$ cat src/hdl/flr_pkg.sv
package flr_pkg;
    localparam logic [7:0] SLOT_POINTER = 8'h00;
    localparam logic [7:0] SLOT_TIME_FIRST = 8'h01;
    localparam logic [7:0] SLOT_TIME_LAST = 8'h06;
    localparam logic [7:0] SLOT_PEAK_FIRST = 8'h07;
    localparam logic [7:0] SLOT_LOOP_FIRST = 8'h4f;
    localparam logic [7:0] SLOT_LOOP_LAST = 8'hed;
    localparam logic [7:0] SLOT_LAST = 8'hfe;
    localparam int PEAK_BYTES = 72;
    localparam int TIME_BITS = 41;
    localparam int TIME_LSB_US = 200;
    localparam logic [5:0] LOOP_TOP = 6'h39;
    localparam logic [5:0] POS_TEMP2_HI = 6'h01;
    localparam logic [5:0] POS_CH0 = 6'h02;
    localparam logic [5:0] POS_INPUT = 6'h0e;
    localparam logic [5:0] POS_CH1 = 6'h16;
    localparam logic [5:0] POS_CH2 = 6'h22;
    localparam logic [5:0] POS_CH3 = 6'h2e;
    localparam logic [7:0] RESET_BYTE = 8'h00;
    localparam logic [7:0] LOOP_ZERO_BYTE = 8'h00;
    localparam logic [5:0] POS_BOTTOM = 6'h00;
    // field offsets inside one channel's 12-entry run
    localparam logic [3:0] FLD_VOUT_LO = 4'h0;
    localparam logic [3:0] FLD_VOUT_HI = 4'h1;
    localparam logic [3:0] FLD_VOUT_STAT = 4'h2;
    localparam logic [3:0] FLD_VENDOR_STAT = 4'h3;
    localparam logic [3:0] FLD_TEMP_LO = 4'h4;
    localparam logic [3:0] FLD_TEMP_HI = 4'h5;
    localparam logic [3:0] FLD_TEMP_STAT = 4'h6;
    localparam logic [3:0] FLD_IOUT_STAT = 4'h7;
    localparam logic [3:0] FLD_IOUT_LO = 4'h8;
    localparam logic [3:0] FLD_IOUT_HI = 4'h9;
    localparam logic [3:0] FLD_POUT_LO = 4'ha;
    // field offsets inside the input run
    localparam logic [2:0] IN_VIN_LO = 3'h0;
    localparam logic [2:0] IN_VIN_HI = 3'h1;
    localparam logic [2:0] IN_STATUS = 3'h2;
    localparam logic [2:0] IN_ZERO = 3'h3;
    localparam logic [2:0] IN_IIN_LO = 3'h4;
    localparam logic [2:0] IN_IIN_HI = 3'h5;
    localparam logic [2:0] IN_PIN_LO = 3'h6;
    localparam logic [2:0] IN_PIN_HI = 3'h7;
endpackage : flr_pkg

$ cat src/hdl/flr_readout.sv
// Operation
// - slots 79 to 237 of the read carry cyclical loop data decoded from the stored pointer.
// - slot 79 carries the loop entry whose index equals the stored pointer position, or 57 for a pointer above 57.
// - each later cyclical byte carries the entry one index lower than the one before.
// - the loop map holds exactly 58 byte entries, 0 to 57, walked cyclically.
// - each channel takes 12 indices from 2, 22, 34 and 46 in the fixed field order.
// - indices 14 to 21 carry input voltage, input status, a zero byte, input current, power.
// - indices 0 and 1 carry the second temperature, low byte then high byte.
// - slots 1 to 6 carry the 41-bit shared time stamp little-endian, lsb of 200 us.
// - with pointer 8 the walk yields channel 0 temp status, temp high, then temp low.
// - a 79-byte preamble precedes the loop data, ending with the channel status bytes.
// - slot numbers are data byte numbers counted from 1, less one.
`timescale 1ns/1ns
module flr_readout (
    input wire logic i_clk, // 10 MHz clock
    input wire logic i_rstn, // async reset, active low
    input wire logic i_start, // pulse: begin a block read
    input wire logic i_next, // pulse: host took the current byte
    input wire logic [7:0] i_pointer, // stored fault-log pointer position
    input wire logic [40:0] i_shared_time_stamp, // captured shared time
    input wire logic [575:0] i_peak_bytes, // preamble slots 7..78, slot 7 in low byte
    input wire logic [15:0] i_temp2, // second temperature reading
    input wire logic [15:0] i_vin, // input voltage
    input wire logic [7:0] i_input_status, // input status
    input wire logic [15:0] i_iin, // input current
    input wire logic [15:0] i_pin, // input power
    input wire logic [3:0][15:0] i_vout, // per-channel voltage
    input wire logic [3:0][7:0] i_vout_status, // per-channel voltage status
    input wire logic [3:0][7:0] i_vendor_status, // per-channel vendor status
    input wire logic [3:0][15:0] i_temp1, // per-channel temperature
    input wire logic [3:0][7:0] i_temp_status, // per-channel temperature status
    input wire logic [3:0][7:0] i_iout_status, // per-channel current status
    input wire logic [3:0][15:0] i_iout, // per-channel current
    input wire logic [3:0][15:0] i_pout, // per-channel power
    output logic o_valid, // byte on o_byte is valid
    output logic [7:0] o_byte, // current data byte
    output logic [7:0] o_slot, // slot of o_byte
    output logic o_last // o_byte is slot 254
);
    // reset release
    logic rst_meta_n;
    logic rst_n;

    // control group
    logic active;
    logic [7:0] slot;
    logic [5:0] pos;
    logic last;
    logic next_active;
    logic [7:0] next_slot;
    logic [5:0] next_pos;
    logic next_last;
    logic [5:0] start_pos;
    logic in_loop;

    // data group
    logic [7:0] byte_q;
    logic [7:0] next_byte;

    // release on a clock edge so no flop leaves reset a cycle apart from another
    always_ff @(posedge i_clk or negedge i_rstn) begin
        if (!i_rstn) begin
            rst_meta_n <= 1'b0;
            rst_n <= 1'b0;
        end else begin
            rst_meta_n <= 1'b1;
            rst_n <= rst_meta_n;
        end
    end

    // one channel's 12 fields in loop order
    function automatic logic [7:0] chan_byte(input logic [1:0] ch, input logic [3:0] off);
        logic [7:0] b;
        b = flr_pkg::RESET_BYTE;
        unique case (off)
            flr_pkg::FLD_VOUT_LO: b = i_vout[ch][7:0];
            flr_pkg::FLD_VOUT_HI: b = i_vout[ch][15:8];
            flr_pkg::FLD_VOUT_STAT: b = i_vout_status[ch];
            flr_pkg::FLD_VENDOR_STAT: b = i_vendor_status[ch];
            flr_pkg::FLD_TEMP_LO: b = i_temp1[ch][7:0];
            flr_pkg::FLD_TEMP_HI: b = i_temp1[ch][15:8];
            flr_pkg::FLD_TEMP_STAT: b = i_temp_status[ch];
            flr_pkg::FLD_IOUT_STAT: b = i_iout_status[ch];
            flr_pkg::FLD_IOUT_LO: b = i_iout[ch][7:0];
            flr_pkg::FLD_IOUT_HI: b = i_iout[ch][15:8];
            flr_pkg::FLD_POUT_LO: b = i_pout[ch][7:0];
            // offsets above 11 never occur, every caller stays inside its channel
            default: b = i_pout[ch][15:8];
        endcase
        return b;
    endfunction : chan_byte

    // map: 0-1 second temp, 2-13 ch0, 14-21 input, 22-57 ch1 to ch3
    function automatic logic [7:0] loop_byte(input logic [5:0] p);
        logic [7:0] b;
        b = flr_pkg::RESET_BYTE;
        if (p <= flr_pkg::POS_TEMP2_HI) begin
            b = p[0] ? i_temp2[15:8] : i_temp2[7:0];
        end else if (p < flr_pkg::POS_INPUT) begin
            b = chan_byte(2'd0, 4'(p - flr_pkg::POS_CH0));
        end else if (p < flr_pkg::POS_CH1) begin
            unique case (3'(p - flr_pkg::POS_INPUT))
                flr_pkg::IN_VIN_LO: b = i_vin[7:0];
                flr_pkg::IN_VIN_HI: b = i_vin[15:8];
                flr_pkg::IN_STATUS: b = i_input_status;
                // fixed zero entry keeps the map spacing uniform
                flr_pkg::IN_ZERO: b = flr_pkg::LOOP_ZERO_BYTE;
                flr_pkg::IN_IIN_LO: b = i_iin[7:0];
                flr_pkg::IN_IIN_HI: b = i_iin[15:8];
                flr_pkg::IN_PIN_LO: b = i_pin[7:0];
                flr_pkg::IN_PIN_HI: b = i_pin[15:8];
            endcase
        end else if (p < flr_pkg::POS_CH2) begin
            b = chan_byte(2'd1, 4'(p - flr_pkg::POS_CH1));
        end else if (p < flr_pkg::POS_CH3) begin
            b = chan_byte(2'd2, 4'(p - flr_pkg::POS_CH2));
        end else begin
            // the start clamp keeps p at or below 57, so this is channel 3 only
            b = chan_byte(2'd3, 4'(p - flr_pkg::POS_CH3));
        end
        return b;
    endfunction : loop_byte

    // read layout by slot:
    //   0        pointer position
    //   1..6     time stamp, low byte first
    //   7..78    peak and status preamble, as supplied
    //   79..237  loop map walked downward from the pointer
    //   238..254 reserved, zero
    function automatic logic [7:0] slot_byte(input logic [7:0] s, input logic [5:0] p);
        logic [7:0] b;
        logic [47:0] ts;
        logic [2:0] tsel;
        logic [6:0] psel;
        b = flr_pkg::RESET_BYTE;
        // bits 47:41 pad the top time byte with zeros
        ts = {7'h00, i_shared_time_stamp};
        tsel = 3'(s - flr_pkg::SLOT_TIME_FIRST);
        psel = 7'(s - flr_pkg::SLOT_PEAK_FIRST);
        if (s == flr_pkg::SLOT_POINTER) begin
            b = i_pointer;
        end else if (s <= flr_pkg::SLOT_TIME_LAST) begin
            b = ts[{tsel, 3'h0} +: 8];
        end else if (s < flr_pkg::SLOT_LOOP_FIRST) begin
            b = i_peak_bytes[{psel, 3'h0} +: 8];
        end else if (s <= flr_pkg::SLOT_LOOP_LAST) begin
            b = loop_byte(p);
        end
        return b;
    endfunction : slot_byte

    // out-of-map pointer clamps to the top rather than reading past the map
    assign start_pos = (i_pointer > 8'(flr_pkg::LOOP_TOP)) ? flr_pkg::LOOP_TOP
                                                          : i_pointer[5:0];
    // pos only steps while another loop byte follows
    assign in_loop = (slot >= flr_pkg::SLOT_LOOP_FIRST) && (slot < flr_pkg::SLOT_LOOP_LAST);

    // control group: which slot and loop position the read stands at
    always_comb begin
        next_active = active;
        next_slot = slot;
        next_pos = pos;
        if (i_start) begin
            // a start during an open read restarts it, next is ignored
            next_active = 1'b1;
            next_slot = flr_pkg::SLOT_POINTER;
            next_pos = start_pos;
        end else if (active && i_next) begin
            // slot holds at 254 after the last byte, valid and last drop and the byte reads zero
            if (slot == flr_pkg::SLOT_LAST) begin
                next_active = 1'b0;
            end else begin
                next_slot = slot + 8'h01;
            end
            if (in_loop) begin
                if (pos == flr_pkg::POS_BOTTOM) begin
                    next_pos = flr_pkg::LOOP_TOP;
                end else begin
                    next_pos = pos - 6'h01;
                end
            end
        end
        next_last = next_active && (next_slot == flr_pkg::SLOT_LAST);
    end

    always_ff @(posedge i_clk or negedge rst_n) begin
        if (!rst_n) begin
            active <= 1'b0;
            slot <= flr_pkg::SLOT_POINTER;
            pos <= flr_pkg::POS_BOTTOM;
            last <= 1'b0;
        end else begin
            active <= next_active;
            slot <= next_slot;
            pos <= next_pos;
            last <= next_last;
        end
    end

    // data group: inputs are re-read every cycle, so they must not move during a read
    always_comb begin
        // idle reads as zero
        next_byte = flr_pkg::RESET_BYTE;
        if (next_active) begin
            next_byte = slot_byte(next_slot, next_pos);
        end
    end

    always_ff @(posedge i_clk or negedge rst_n) begin
        if (!rst_n) begin
            byte_q <= flr_pkg::RESET_BYTE;
        end else begin
            byte_q <= next_byte;
        end
    end

    // ports are the registers themselves, no logic after the flops
    assign o_valid = active;
    assign o_byte = byte_q;
    assign o_slot = slot;
    assign o_last = last;
endmodule : flr_readout

$ cat config.mk
export PLATFORM = sky130hd
export DESIGN_NAME = flr_readout
export DESIGN_NICKNAME = d
export VERILOG_FILES = /design/src/hdl/flr_pkg.sv /design/src/hdl/flr_readout.sv
export SDC_FILE = /design/constraint.sdc
export NUM_CORES = 1
export LEC_CHECK = 0
export BUFFER_PORTS_ARGS = -buffer_cell sky130_fd_sc_hd__buf_2
export CORE_AREA = 4 4 426 428
export DETAILED_ROUTE_END_ITERATION = 12
export DIE_AREA = 0 0 430 432
export GPL_TIMING_DRIVEN = 1
export SLEW_MARGIN = 40
export SYNTH_ARGS = -nofsm -noshare
export SYNTH_HDL_FRONTEND = slang
export SYNTH_SLANG_ARGS = --single-unit
$ cat constraint.sdc
create_clock -name i_clk -period 0.8 [get_ports i_clk]
set_input_delay 0.12 -clock i_clk [delete_from_list [all_inputs] [get_ports i_clk]]
set_output_delay 0.12 -clock i_clk [all_outputs]
set_load 0.005 [all_outputs]
## After elaboration in Yosys (flattened, before gate mapping)

Cells that the tools add are included.

| cells by class | value |
|---|---|
| equal/unequal tests | 49 |
| order comparisons | 11 |
| muxes and demuxes | 27 |
| add/sub/neg operators | 9 |
| shift-type cells | 2 |
| reductions and logical operators | 10 |

Operators with widths:

| kind | number |
|---|---|
| variable part select 576 x 11 -> 8 bit | 1 |
| case mux 8 bit (11 select lines) | 4 |
| 2-to-1 mux 8 bit | 14 |
| == test 4 x 3 -> 1 bit, second input constant | 16 |
| case mux 8 bit (8 select lines) | 1 |
| == test 4 bit, second input constant | 12 |
| variable part select 48 x 7 -> 8 bit | 1 |
| == test 4 x 2 -> 1 bit, second input constant | 8 |
| 2-to-1 mux 6 bit | 5 |
| == test 4 x 1 -> 1 bit, second input constant | 4 |
| == test 8 bit, second input constant | 2 |
| zero test 4 bit | 4 |
| == test 3 bit, second input constant | 4 |
| less-than comparator 6 bit, second input constant | 2 |
| adder 8 x 1 -> 8 bit, second input constant | 1 |
| greater-or-equal comparator 8 x 7 -> 1 bit, second input constant | 1 |
| greater-than comparator 8 x 6 -> 1 bit, second input constant | 1 |
| <= comparator 8 x 3 -> 1 bit, second input constant | 1 |
| <= comparator 8 bit, second input constant | 1 |
| zero test 8 bit | 1 |
| less-than comparator 8 x 7 -> 1 bit, second input constant | 1 |
| less-than comparator 8 bit, second input constant | 1 |
| subtractor 4 x 2 -> 4 bit, second input constant | 2 |
| subtractor 7 x 3 -> 7 bit, second input constant | 1 |
| other kinds (14) | 19 |

| word-level totals | value |
|---|---|
| bits in registers | 26 |
| output and inout port bits | 18 |
| word-level logic and storage cells | 115 |
| bits of input ports | 1085 |

## Depth between registers and ports, before layout

Gate-level depths: netlist of the first run.

| depth | value |
|---|---|
| word-level depth | 18 |
| depth in mapped cells | 24 |
| gate-level depth less buffers | 18 |

## Worst setup path after synthesis of the first run

Ideal clock, no wire load.

| timing | value |
|---|---|
| kind | register -> register |
| start | register slot[0], in the netlist o_slot[0] |
| end | register byte_q[0], in the netlist o_byte[0] |
| buffers on the path | 8 |
| library setup time | 0.130 ns |
| data required time | 0.670 ns |
| period minus slack after synthesis | 4.738 ns |
| path slack | -3.938 ns |
| stages on the path, launching flop included | 22 |
| arrival time | 4.609 ns |
| cell sequence | dfrtp_1 inv_1 ha_1 and3b_1 o22ai_2 a211o_1 nand3_1 inv_2 buf_1 buf_1 buf_2 ha_1 clkbuf_1 clkbuf_1 clkbuf_1 clkbuf_1 buf_1 o22ai_1 o31ai_1 o211ai_1 a31oi_1 o31ai_1 |

| between the ends | value |
|---|---|
| longest elaborated chain between the ends | 18 |
| elaborated cells between the ends (all ways) | 100 |
| classes of those cells | 8 x add/sub; 10 x order compare; 48 x eq/ne; 2 x shift; 25 x mux; 7 x reduce/logical |

RTL lines:

| element | RTL line | text |
|---|---|---|
| from (decl) | flr_readout.sv:46 | `logic [7:0] slot;` |
| from (signal assigned) | flr_readout.sv:189 | `slot <= flr_pkg::SLOT_POINTER;` |
| from (signal assigned) | flr_readout.sv:194 | `slot <= next_slot;` |
| parallel branches: the longest is 17 deep, another holds adder 8 x 1 -> 8 bit | -- |  |
| 2-to-1 mux 8 bit * | flr_readout.sv:204 | `if (next_active) begin` |
| net next_byte[0] | flr_readout.sv:58 | `logic [7:0] next_byte;` |
| to (signal assigned) | flr_readout.sv:211 | `byte_q <= flr_pkg::RESET_BYTE;` |
| to (signal assigned) | flr_readout.sv:213 | `byte_q <= next_byte;` |
| to (decl) | flr_readout.sv:57 | `logic [7:0] byte_q;` |

Mark *: on every way through the listed nets, which the timed path passes.

## Final worst setup path of the first run

| timing | value |
|---|---|
| start | register slot[1], in the netlist o_slot[1] |
| end | register byte_q[6], in the netlist o_byte[6] |

| between the ends | value |
|---|---|
| longest elaborated chain between the ends | 18 |
| elaborated cells between the ends (all ways) | 100 |
| classes of those cells | 8 x add/sub; 10 x order compare; 48 x eq/ne; 2 x shift; 25 x mux; 7 x reduce/logical |

RTL lines:

| element | RTL line | text |
|---|---|---|
| greater-or-equal comparator 8 x 7 -> 1 bit or less-than comparator 8 bit (tied branches) | flr_readout.sv:156 | `assign in_loop = (slot >= flr_pkg::SLOT_LOOP_FIRST) && (slot < flr_pkg::SLOT_LOOP_LAST);` |
| logical AND 1 bit * | flr_readout.sv:156 |  |
| 2-to-1 mux 6 bit * | flr_readout.sv:175 | `if (in_loop) begin` |
| 2-to-1 mux 6 bit * | flr_readout.sv:168 | `end else if (active && i_next) begin` |
| 2-to-1 mux 6 bit * | flr_readout.sv:163 | `if (i_start) begin` |
| net next_pos[2] | flr_readout.sv:51 | `logic [5:0] next_pos;` |
| subtractor 4 bit or subtractor 4 x 2 -> 4 bit (tied branches) | flr_readout.sv:119, flr_readout.sv:100, flr_readout.sv:116 |  |
| == test 4 bit, or another cell as far along | flr_readout.sv:75 | `unique case (off)` |
| [... 4 more ...] | -- |  |
| 2-to-1 mux 8 bit | flr_readout.sv:99 | `end else if (p < flr_pkg::POS_INPUT) begin` |
| 2-to-1 mux 8 bit * | flr_readout.sv:97 | `if (p <= flr_pkg::POS_TEMP2_HI) begin` |
| 2-to-1 mux 8 bit * | flr_readout.sv:146 | `end else if (s <= flr_pkg::SLOT_LOOP_LAST) begin` |
| 2-to-1 mux 8 bit * | flr_readout.sv:144 | `end else if (s < flr_pkg::SLOT_LOOP_FIRST) begin` |
| 2-to-1 mux 8 bit * | flr_readout.sv:142 | `end else if (s <= flr_pkg::SLOT_TIME_LAST) begin` |
| 2-to-1 mux 8 bit * | flr_readout.sv:140 | `if (s == flr_pkg::SLOT_POINTER) begin` |
| 2-to-1 mux 8 bit * | flr_readout.sv:204 |  |
| net next_byte[6] | flr_readout.sv:58 |  |

The timed path passes the listed nets; every way through them passes the cells marked *.

==> results.py, run 1 <==
metrics = {
    "finish": {
        "nNetsFinal": 4055,
        "fin_cells": 5369,
        "n_fill_cell": 20340,
        "area_growth_syn_to_layout_pct": 122,
        "drive_above_1_share": 0.694,
        "stdcell_area_um2": 27100,
    },
    "timing": {
        "tightest_slew_ns": 0.815,
        "holdWs_ns": 0.141,
        "post-route-period-util": 5.25,
        "fin_tns_setup_ns": -50.28,
        "slew_headroom": 0.453,
        "rsz0062_at_grt": "true",
        "min_period_ns": 4.20,
        "finalHoldViolCount": 0,
        "fmax_mhz": 238,
        "drv_slew": 0,
        "finalSetupViolCount": 42,
        "layout_setup_ws_ns": -3.40,
        "skew_ns": 0.00868,
    },
    "yosys": {
        "synth_edf_count": 0,
        "netlist_area_um2": 12200,
        "ys_types": 105,
        "synthArstFlopShare": 1.00,
        "netlist_instances": 1433,
        "yosysSeqAreaShare": 0.0534,
        "synth_seq_cells": 26,
        "synth_nets": 2529,
        "synth_area_per_cell_um2": 8.50,
        "synth_ff_type": "dfrtp_1",
        "ys_warn_count": 0,
    },
    "floorplan": {
        "num_io_pins": 1103,
        "die_area_um2": 186000,
        "fp.coreArea_um2": 178000,
        "std_cell_rows": 155,
        "die_h_um": 432,
        "die_width_um": 430,
        "initial_core_util": 0.0685,
    },
    "placement": {
        "dpl_cell_area_um2": 24500,
        "gp_congestion": 1.03,
        "place_ws_ns": -4.31,
        "hpwl_um": 152000,
        "dpl.cell_count": 5239,
        "portBuffers": 1102,
    },
    "cts": {
        "clk_pin_slew_worst_paths_ns": 0.10,
        "cts_num_sinks": 26,
        "clockRootBuffer": "clkbuf_16",
        "clock_latency_ns": 0.30,
        "cts_buffer_depth": 2,
        "cts_htree_levels": 1,
        "cts_inserted_buffers": 3,
        "cts_tree": "yes",
    },
    "critical_path": {
        "timing.reg2reg.setup_slack_ns": -3.40,
        "worstSetupPathType": "reg -> reg",
        "critPathMaxStageDelay_ns": 0.45,
        "cp_max_fo": 6,
        "cp_data_arrival_time_ns": 4.39,
        "startpoint": "o_slot[1]",
        "required_ns": 1.00,
        "crit_top_cell": "buf_4",
        "path_buf_inv": 6,
        "ff2ff_path_depth": 21,
        "reg2reg_to": "o_byte[6]",
        "end_kind": "register",
        "r2r_start": "o_slot[1]",
        "worstPathCellList": "inv_1, ha_1, and3b_2, o22a_4, o31ai_4, a21oi_2, nor2_2, inv_2, ha_4, buf_4, nor4_4, buf_4, nor2_4, and3_1, a21oi_1, buf_4, o221ai_1, o221a_2, o311ai_1, buf_4, a2bb2oi_1",
        "crit_family": "compound AO/OA/AOI/OAI gates",
        "cpMaxStageDelayCell": "dfrtp_2",
        "start_kind": "register",
    },
    "run_status": {
        "status": "finished with violations",
        "violations": "setup timing",
    },
    "grt": {
        "grt_overflow": 0,
        "antenna_found_initial": 162,
        "grt_start_max_net_pins": 58,
        "grt_pass1_wl_um": 209000,
        "grt_pass1_vias": 21119,
        "track_usage": 0.170,
    },
    "power": {
        "ir_drop_mv": 0.808,
        "p_per_area_nw_per_um2": 807,
        "power.leakage_nw": 11.7,
    },
    "routing": {
        "ant_nets": 0,
        "first_pass_iters": 5,
        "drt_iter0_drc": 1600,
        "wl_per_cell_um": 31.3,
        "drt-total-wl_um": 168000,
        "vias_per_cell": 3.89,
        "route.vias.total": 20908,
        "post-route-drc-count": 0,
    },
    "hold_path": {
        "holdCritPathClass": "in -> async",
    },
    "job": {
        "drv_cap": 0,
    },
}
-- cell usage in the layout, fill, tap and decap left out, drive strengths merged, types with 25 or more instances in the layout --
master  count
a21oi     108
mux2i     124
nand2     194
a31oi      32
diode      57
nor2       56
dfrtp      26
a211oi     39
nand3      59
a22oi      25
mux4      145
buf      1663
nor3       38
o21ai      63
-- power by group --
group          switching [mW]  internal [mW]
Clock                   0.747          0.677
Combinational            9.83           9.09
Sequential              0.112           1.41
-- state kept, by name (all words and copies together) (netlist names) --
register,count
o_byte,8
o_last,1
o_slot,8
o_valid,1
pos,6
rst_meta_n,1
rst_n,1
-- synthesized netlist by cell type, types with 9 or more instances --
cell | number | share of area
a211oi_1 | 37 | 0.023
a21o_1 | 9 | 0.0055
a21oi_1 | 106 | 0.044
a221oi_1 | 18 | 0.013
a22o_1 | 16 | 0.012
a22oi_1 | 25 | 0.015
a311oi_1 | 19 | 0.014
a31oi_1 | 30 | 0.015
a32oi_1 | 9 | 0.0065
and2_1 | 9 | 0.0046
and3_1 | 22 | 0.011
buf_1 | 12 | 0.0037
buf_2 | 46 | 0.019
buf_4 | 28 | 0.017
buf_6 | 9 | 0.0083
clkbuf_1 | 51 | 0.016
dfrtp_1 | 26 | 0.053
ha_1 | 11 | 0.011
inv_1 | 21 | 0.0065
mux2_2 | 14 | 0.013
mux2i_1 | 124 | 0.10
mux4_2 | 145 | 0.27
nand2_1 | 193 | 0.060
nand3_1 | 58 | 0.024
nand4_1 | 15 | 0.0077
nor2_1 | 50 | 0.015
nor2b_1 | 12 | 0.0062
nor3_1 | 34 | 0.014
o211ai_1 | 15 | 0.0092
o21ai_0 | 58 | 0.024
o22ai_1 | 14 | 0.0072
o31ai_1 | 17 | 0.010
-- worst max-delay path by stage --
stage          cells past startpoint   endpoint  slack, ns
3_3_place_gp                      17  o_byte[1]      -4.34
4_1_cts                           18  o_byte[6]      -3.47
3_5_place_dp                      17  o_byte[1]      -4.31
2_1_floorplan                     22  o_byte[2]      -3.21
6_report                          21  o_byte[6]      -3.40
5_1_grt                           18  o_byte[6]      -3.59
-- worst reg2reg max path: cells and delay by family (launching register included) --
family,cells,cell delay (ns)
and+or+nand+nor,5,0.86
DFF,1,0.45
AOI/OAI and AO/OA,8,1.69
adders and majority gates,2,0.29
buffers and inverters,6,0.80
-- final cells by class --
class,count,area (µm²),area share
multi-input combinational,1237,12100,0.447
timing repair buffer,1665,11000,0.407
tap,2355,2950,0.109
sequential,26,659,0.0243
antenna,57,143,0.00527
inverter,26,128,0.00471
clock buffer,3,75.1,0.00277
-- stage by stage --
stage                     total power [mW]   util
after global routing                  23.0  0.152
after global placement                18.7  0.138
after detailed placement              18.7  0.138
after floorplan                       8.33      -
final                                 21.9  0.152
after CTS                             21.5  0.147
-- kinds of logic (layout without fill, tap and decap cells) --
| logic type | Yosys count | in the layout | synth area share |
|---|---|---|---|
| AO/OA/AOI/OAI | 491 | 491 | 0.297 |
| AND/OR/NAND/NOR | 433 | 435 | 0.170 |
| multiplexers | 289 | 289 | 0.389 |
| buffers and inverters | 172 | 1694 | 0.0721 |
| flip-flops | 26 | 26 | 0.0534 |
| adder cells (fa/ha/maj) | 11 | 11 | 0.0113 |
| XOR/XNOR | 10 | 10 | 0.00781 |
| other | 1 | 58 | 0.000308 |
-- routing by layer --
layer,GRT usage,vias to the layer above,wire length [µm]
met1,0.171,10207,55900
met5,0,-,244
li1,-,8981,-
met3,0.0263,428,9070
met2,0.334,1254,92100
met4,0.0863,38,10900
-- what timing repair did --
item	in CTS	in global routing
setup buffers	49	29
hold buffers	1	0
hold endpoints to repair	2	0
gates cloned	2	2
pin swaps	64	59
setup endpoints to repair	42	42
resized for setup	256	121
Power figures use the tool's default switching activity.
==> inputs of run 2 (changes only) <==
==> constraint.sdc (replaced) <==
create_clock -name i_clk -period 0.8 [get_ports i_clk]
set_input_delay 0.08 -clock i_clk [delete_from_list [all_inputs] [get_ports i_clk]]
set_output_delay 0.08 -clock i_clk [all_outputs]
set_load 0.005 [all_outputs]
==> run 2 against run 1 <==
Compared with the run above:
- the flow still finishes with violations (setup timing)
- global-route usage barely moved
- power rose by 2.7%
- clock-buffer cell count rose by 1
- non-clock buffer count rose by 46
==> results.py, run 2 (synthesized netlist as in run 1, its figures left out) <==
metrics = {
    "floorplan": {
        "fp.coreArea_um2": 178000,
        "die_area_um2": 186000,
        "die_h_um": 432,
        "std_cell_rows": 155,
        "num_io_pins": 1103,
        "die_width_um": 430,
        "initial_core_util": 0.0685,
    },
    "finish": {
        "fin_cells": 5424,
        "n_fill_cell": 20336,
        "drive_above_1_share": 0.710,
        "area_growth_syn_to_layout_pct": 127,
        "layout_commonest_cell": "buf_2",
        "layout_common_cells": "1084 x buf_2, 459 x buf_4, 178 x nand2_1",
        "nNetsFinal": 4099,
    },
    "critical_path": {
        "cpMaxStageDelayCell": "a2111o_1",
        "end_kind": "register",
        "required_ns": 1.00,
        "cp_data_arrival_time_ns": 4.48,
        "start_kind": "register",
        "worstPathCellList": "inv_2, ha_4, and3b_2, o22a_2, buf_6, a2111o_1, a31oi_4, buf_4, nor3_4, buf_4, a32oi_1, mux2i_2, o31ai_4, buf_6, o211ai_1, a31oi_2, o31ai_1",
        "critPathMaxStageDelay_ns": 0.57,
        "worstSetupPathType": "reg -> reg",
        "cp_max_fo": 9,
    },
    "run_status": {
        "violations": "setup timing",
        "status": "finished with violations",
    },
    "placement": {
        "dpl.cell_count": 5262,
        "hpwl_um": 152000,
        "gp_congestion": 0.996,
        "portBuffers": 1102,
    },
    "cts": {
        "cts_htree_levels": 1,
        "clock_latency_ns": 0.32,
        "cts_buffer_depth": 2,
        "cts_num_sinks": 26,
        "clk_pin_slew_worst_paths_ns": 0.11,
        "clockRootBuffer": "clkbuf_16",
        "cts_inserted_buffers": 3,
        "cts_tree": "yes",
    },
    "routing": {
        "drt-total-wl_um": 167000,
        "first_pass_iters": 6,
        "met2_length_um": 91900,
        "wl_per_cell_um": 30.9,
        "m1WireLength_um": 56300,
        "drt_iter0_drc": 1541,
        "route.vias.total": 20945,
        "met3WireLength_um": 8930,
        "post-route-drc-count": 0,
        "vias_per_cell": 3.86,
        "ant_nets": 0,
        "routed.top_layer": "met5",
    },
    "timing": {
        "finalHoldViolCount": 0,
        "rsz0062_at_grt": "true",
        "finalSetupViolCount": 42,
        "skew_ns": 0.0159,
        "fin_tns_setup_ns": -49.59,
        "post-route-period-util": 5.34,
        "drv_slew": 0,
        "slew_headroom": 0.583,
        "min_period_ns": 4.27,
        "fmax_mhz": 234,
        "layout_setup_ws_ns": -3.47,
        "tightest_slew_ns": 0.625,
    },
    "grt": {
        "grt_pass1_wl_um": 209000,
        "grt_start_max_net_pins": 40,
        "antenna_found_initial": 152,
        "grt_overflow": 0,
        "track_usage": 0.169,
        "grt_pass1_vias": 21281,
    },
    "power": {
        "ir_drop_mv": 0.896,
        "p_per_area_nw_per_um2": 812,
        "power.leakage_nw": 11.9,
    },
    "job": {
        "drv_cap": 0,
    },
    "hold_path": {
        "holdCritPathClass": "in -> async",
    },
}
run 2: area by class of cell:
class / instances / area [µm²] / area share
multi-input combinational: 1235 / 12300 / 0.445
timing repair buffer: 1711 / 11400 / 0.411
tap: 2355 / 2950 / 0.106
sequential: 26 / 659 / 0.0238
antenna: 67 / 168 / 0.00606
inverter: 26 / 126 / 0.00457
clock buffer: 4 / 88.8 / 0.00321
run 2: final timing paths:
path,slack (ns),cells past startpoint,endpoint,start
max in group asynchronous,0.30,1,o_byte[7],rst_n
min in group i_clk,0.23,3,pos[4],i_pointer[4]
setup reg to reg,-3.47,17,o_byte[0],o_slot[0]
hold reg to reg,0.25,1,pos[0],rst_n
setup / recovery,-3.47,17,o_byte[0],o_slot[0]
hold / removal,0.07,2,rst_n,i_rstn
run 2: stage by stage:
| stage | total power, mW | worst slack, ns | hold slack, ns | cell area, µm² | utilization |
|---|---|---|---|---|---|
| after CTS | 22.1 | -3.53 | 0.0388 | 26600 | 0.149 |
| after detailed placement | 18.9 | -4.27 | -0.127 | 24700 | 0.139 |
| after global placement | 18.9 | -4.26 | -0.129 | 24700 | 0.139 |
| final | 22.5 | -3.47 | 0.0667 | 27700 | 0.156 |
| after global routing | 23.7 | -3.60 | 0.0647 | 27700 | 0.155 |
| after floorplan | 8.33 | -3.21 | -0.216 | 12500 | - |
run 2: worst max-delay path, delay by kind of cell, from the launching register on:
| kind | cells | cell delay (ns) |
|---|---|---|
| simple gates | 2 | 0.29 |
| flops | 1 | 0.43 |
| fa+ha+maj | 1 | 0.11 |
| buf+inv | 5 | 0.82 |
| compound gates | 8 | 2.33 |
| mux | 1 | 0.15 |
run 2: per-layer routing:
layer / GRT usage / vias to the layer above
li1: - / 9076
met1: 0.174 / 10244
met2: 0.337 / 1221
met3: 0.0235 / 374
met4: 0.0754 / 30
met5: 0 / -
run 2: what timing repair did:
item,4_1_cts,5_1_grt
gates cloned,2,0
resized for setup,263,162
hold buffers,1,0
setup endpoints to repair,42,42
buffers inserted,58,40
endpoints found under the hold margin,2,0
pin swaps,76,77
run 2: report_power, final:
part / leakage (nW) / switching [mW] / internal, mW
Clock: 0.0446 / 0.825 / 0.782
Combinational: 11.5 / 9.95 / 9.40
Sequential: 0.311 / 0.103 / 1.42
==> inputs of run 3 (changes only) <==
Settings changed: ABC_AREA from default to 1, CORE_AREA 4 4 426 428 to 4 4 430 432, DIE_AREA 0 0 430 432 to 0 0 434 436.
==> run 3 against run 2 <==
Compared with the run above:
- the run still ends with setup timing left
- utilization fell by 0.27 points
- non-clock buffer count fell by 136
- clock-buffer cell count did not move
- synthesized cell count rose by 78%
- register-to-register slack improved by 0.46 ns
==> results.py, run 3 <==
metrics = {
    "run_status": {
        "status": "finished with violations",
        "violations": "setup timing",
    },
    "critical_path": {
        "start_kind": "register",
        "worstSetupPathType": "reg -> reg",
        "end_kind": "register",
        "cp_max_fo": 7,
        "r2r_start": "o_slot[0]",
        "cp_data_arrival_time_ns": 4.01,
        "cp-endpoint": "o_byte[4]",
        "startpoint": "o_slot[0]",
        "ff2ff_path_depth": 24,
        "required_ns": 1.00,
        "reg2reg_to": "o_byte[4]",
        "timing.reg2reg.setup_slack_ns": -3.02,
    },
    "yosys": {
        "synth_nets": 3641,
        "synthTopCellsByCount": "980 x nand2_1, 635 x nand3_1, 227 x nor2_1, 86 x a21oi_1, 85 x inv_1",
        "synth_top_area_frac": 0.297,
        "ys_warn_count": 0,
        "synth_edf_count": 0,
        "yosysSeqAreaShare": 0.0525,
        "synth_ff_type": "dfrtp_1",
        "ys_types": 56,
        "netlist_instances": 2545,
        "yosys.cell_count.top_type": "nand2_1",
        "netlist_area_um2": 12400,
        "synth_seq_cells": 26,
        "synth.area.top_cells": "nand2_1 30%, nand3_1 26%, nor2_1 6.9%",
        "synthArstFlopShare": 1.00,
        "synth_area_per_cell_um2": 4.87,
        "synth_top_area_cell": "nand2_1",
    },
    "floorplan": {
        "std_cell_rows": 156,
        "initial_core_util": 0.0686,
        "die_area_um2": 189000,
        "die_width_um": 434,
        "num_io_pins": 1103,
        "die_h_um": 436,
        "fp.coreArea_um2": 181000,
    },
    "finish": {
        "regArea_um2": 664,
        "final_core_util": 0.153,
        "n_fill_cell": 21132,
        "layout_commonest_cell": "buf_2",
        "drive_above_1_share": 0.504,
        "layout_common_cells": "1084 x buf_2, 884 x nand2_1, 543 x nand3_1",
        "nNetsFinal": 5048,
        "multi_input_area_um2": 12400,
        "area_growth_syn_to_layout_pct": 123,
    },
    "routing": {
        "drt_iter0_drc": 3320,
        "post-route-drc-count": 0,
        "drt-total-wl_um": 174000,
        "vias_per_cell": 4.03,
        "m1WireLength_um": 68400,
        "met2_length_um": 76300,
        "routed.top_layer": "met5",
        "ant_nets": 0,
        "met3WireLength_um": 22400,
        "first_pass_iters": 6,
        "route.vias.total": 25811,
        "wl_per_cell_um": 27.1,
    },
    "timing": {
        "finalHoldViolCount": 0,
        "rsz0062_at_grt": "true",
        "skew_ns": 0.00495,
        "finalSetupViolCount": 42,
        "tightest_slew_ns": 0.497,
        "drv_slew": 0,
        "min_period_ns": 3.82,
        "layout_setup_ws_ns": -3.02,
        "slew_headroom": 0.667,
        "fmax_mhz": 262,
        "fin_tns_setup_ns": -43.27,
        "post-route-period-util": 4.77,
    },
    "power": {
        "p_per_area_nw_per_um2": 1170,
        "power.leakage_nw": 13.4,
        "ir_drop_mv": 0.701,
    },
    "cts": {
        "cts_buffer_depth": 2,
        "cts_num_sinks": 26,
        "clock_latency_ns": 0.27,
        "clockRootBuffer": "clkbuf_16",
        "cts_htree_levels": 1,
        "cts_inserted_buffers": 3,
        "cts_tree": "yes",
        "clk_pin_slew_worst_paths_ns": 0.07,
    },
    "hold_path": {
        "holdCritPathClass": "in -> reg",
    },
    "placement": {
        "portBuffers": 1102,
        "gp_congestion": 1.05,
        "hpwl_um": 151000,
    },
    "grt": {
        "grt_overflow": 0,
        "grt_pass1_vias": 23527,
        "grt_pass1_wl_um": 219000,
        "grt_start_max_net_pins": 97,
        "antenna_found_initial": 211,
        "track_usage": 0.172,
    },
    "job": {
        "drv_cap": 0,
    },
}
run 3: changes by cell type in the layout (fill, tap and decap cells not counted), moves of 49 or more:
cell     previous run  this run
buf_4             459       321
inv_1              14        77
mux2i_1           114        14
mux4_2            145         0
nand2_1           178       884
nand2_2            13        84
nand3_1            49       543
nand3_2             5        73
nor2_1             43       167
nor2_4              8        57
run 3: power breakdown:
part           total [mW]  switching (mW)  internal [mW]
clock network        1.30           0.533          0.769
registers            1.89           0.324           1.56
logic                29.0            16.8           12.2
total                32.2            17.7           14.5
run 3: worst min-delay path by stage:
| stage | slack [ns] | cells past startpoint | startpoint | to |
|---|---|---|---|---|
| after floorplan | -0.22 | 0 | i_rstn | rst_meta_n |
| after global placement | -0.13 | 1 | i_rstn | rst_meta_n |
| after detailed placement | -0.13 | 1 | i_rstn | rst_meta_n |
| after CTS | 0.19 | 4 | i_pointer[4] | pos[4] |
| after global routing | 0.22 | 4 | i_pointer[4] | pos[4] |
| final | 0.19 | 4 | i_pointer[4] | pos[4] |
run 3: metrics by stage:
| step | setup WS (ns) | hold slack (ns) | cells | area [µm²] | power (mW) |
|---|---|---|---|---|---|
| finish | -3.02 | 0.193 | 6405 | 27600 | 32.2 |
| floorplan | -2.53 | -0.216 | 2545 | 12700 | 11.5 |
| detailed placement | -3.78 | -0.128 | 6228 | 23900 | 25.4 |
| CTS | -2.96 | 0.193 | 6305 | 26700 | 31.3 |
| global route | -3.16 | 0.220 | 6354 | 27500 | 33.9 |
| global placement | -4.02 | -0.128 | 6228 | 23900 | 25.5 |
run 3: timing repair:
item                                    4_1_cts  5_1_grt
setup buffers                                61       21
gates cloned                                 17        2
hold endpoints to repair                      2        0
resized for setup                           450      127
pin swaps                                   129       85
hold buffers                                  1        0
endpoints found under the setup margin       42       42
run 3: cell type report:
type	instances	area share
repair inverters	3	0.00104
multi-input cells	2238	0.450
inverters	105	0.0164
diodes	84	0.00762
flip-flops and latches	26	0.0241
clock buffers	4	0.00322
well taps	2370	0.107
repair buffers	1575	0.390
run 3: cell families (layout without fill, tap and decap cells):
logic type | after synthesis | count (layout) | synth area share
and+or+nand+nor | 1967 | 1968 | 0.697
other | 1 | 85 | 0.000303
buffers and inverters | 282 | 1687 | 0.102
xor gates and xnor gates | 10 | 10 | 0.00919
DFF | 26 | 26 | 0.0525
muxes | 14 | 14 | 0.0113
adders and majority gates | 11 | 11 | 0.0111
AOI/OAI and AO/OA | 234 | 234 | 0.117
run 3: metal layers:
metal  vias to the layer above  GRT usage
li1                      11469          -
met4                        82     0.0444
met5                         -          0
met3                       373     0.0738
met2                      1813      0.267
met1                     12074      0.217
run 3: critical path, stage by stage, from the launching register on:
cell and delay, ns:
dfrtp_1 0.42, inv_2 0.09, buf_6 0.10, ha_4 0.14, nand3_4 0.07, o21ai_4 0.20, inv_2 0.06, nand2_2 0.08
nand3_4 0.11, buf_6 0.15, ha_4 0.22, buf_12 0.16, buf_16 0.19, buf_12 0.15, buf_16 0.13, nand3_1 0.13
nand3_1 0.18, nand3_2 0.15, nand3_1 0.09, nand3_2 0.12, nand4_1 0.13, buf_6 0.18, a21oi_4 0.22, nand2_2 0.08
a21oi_2 0.14
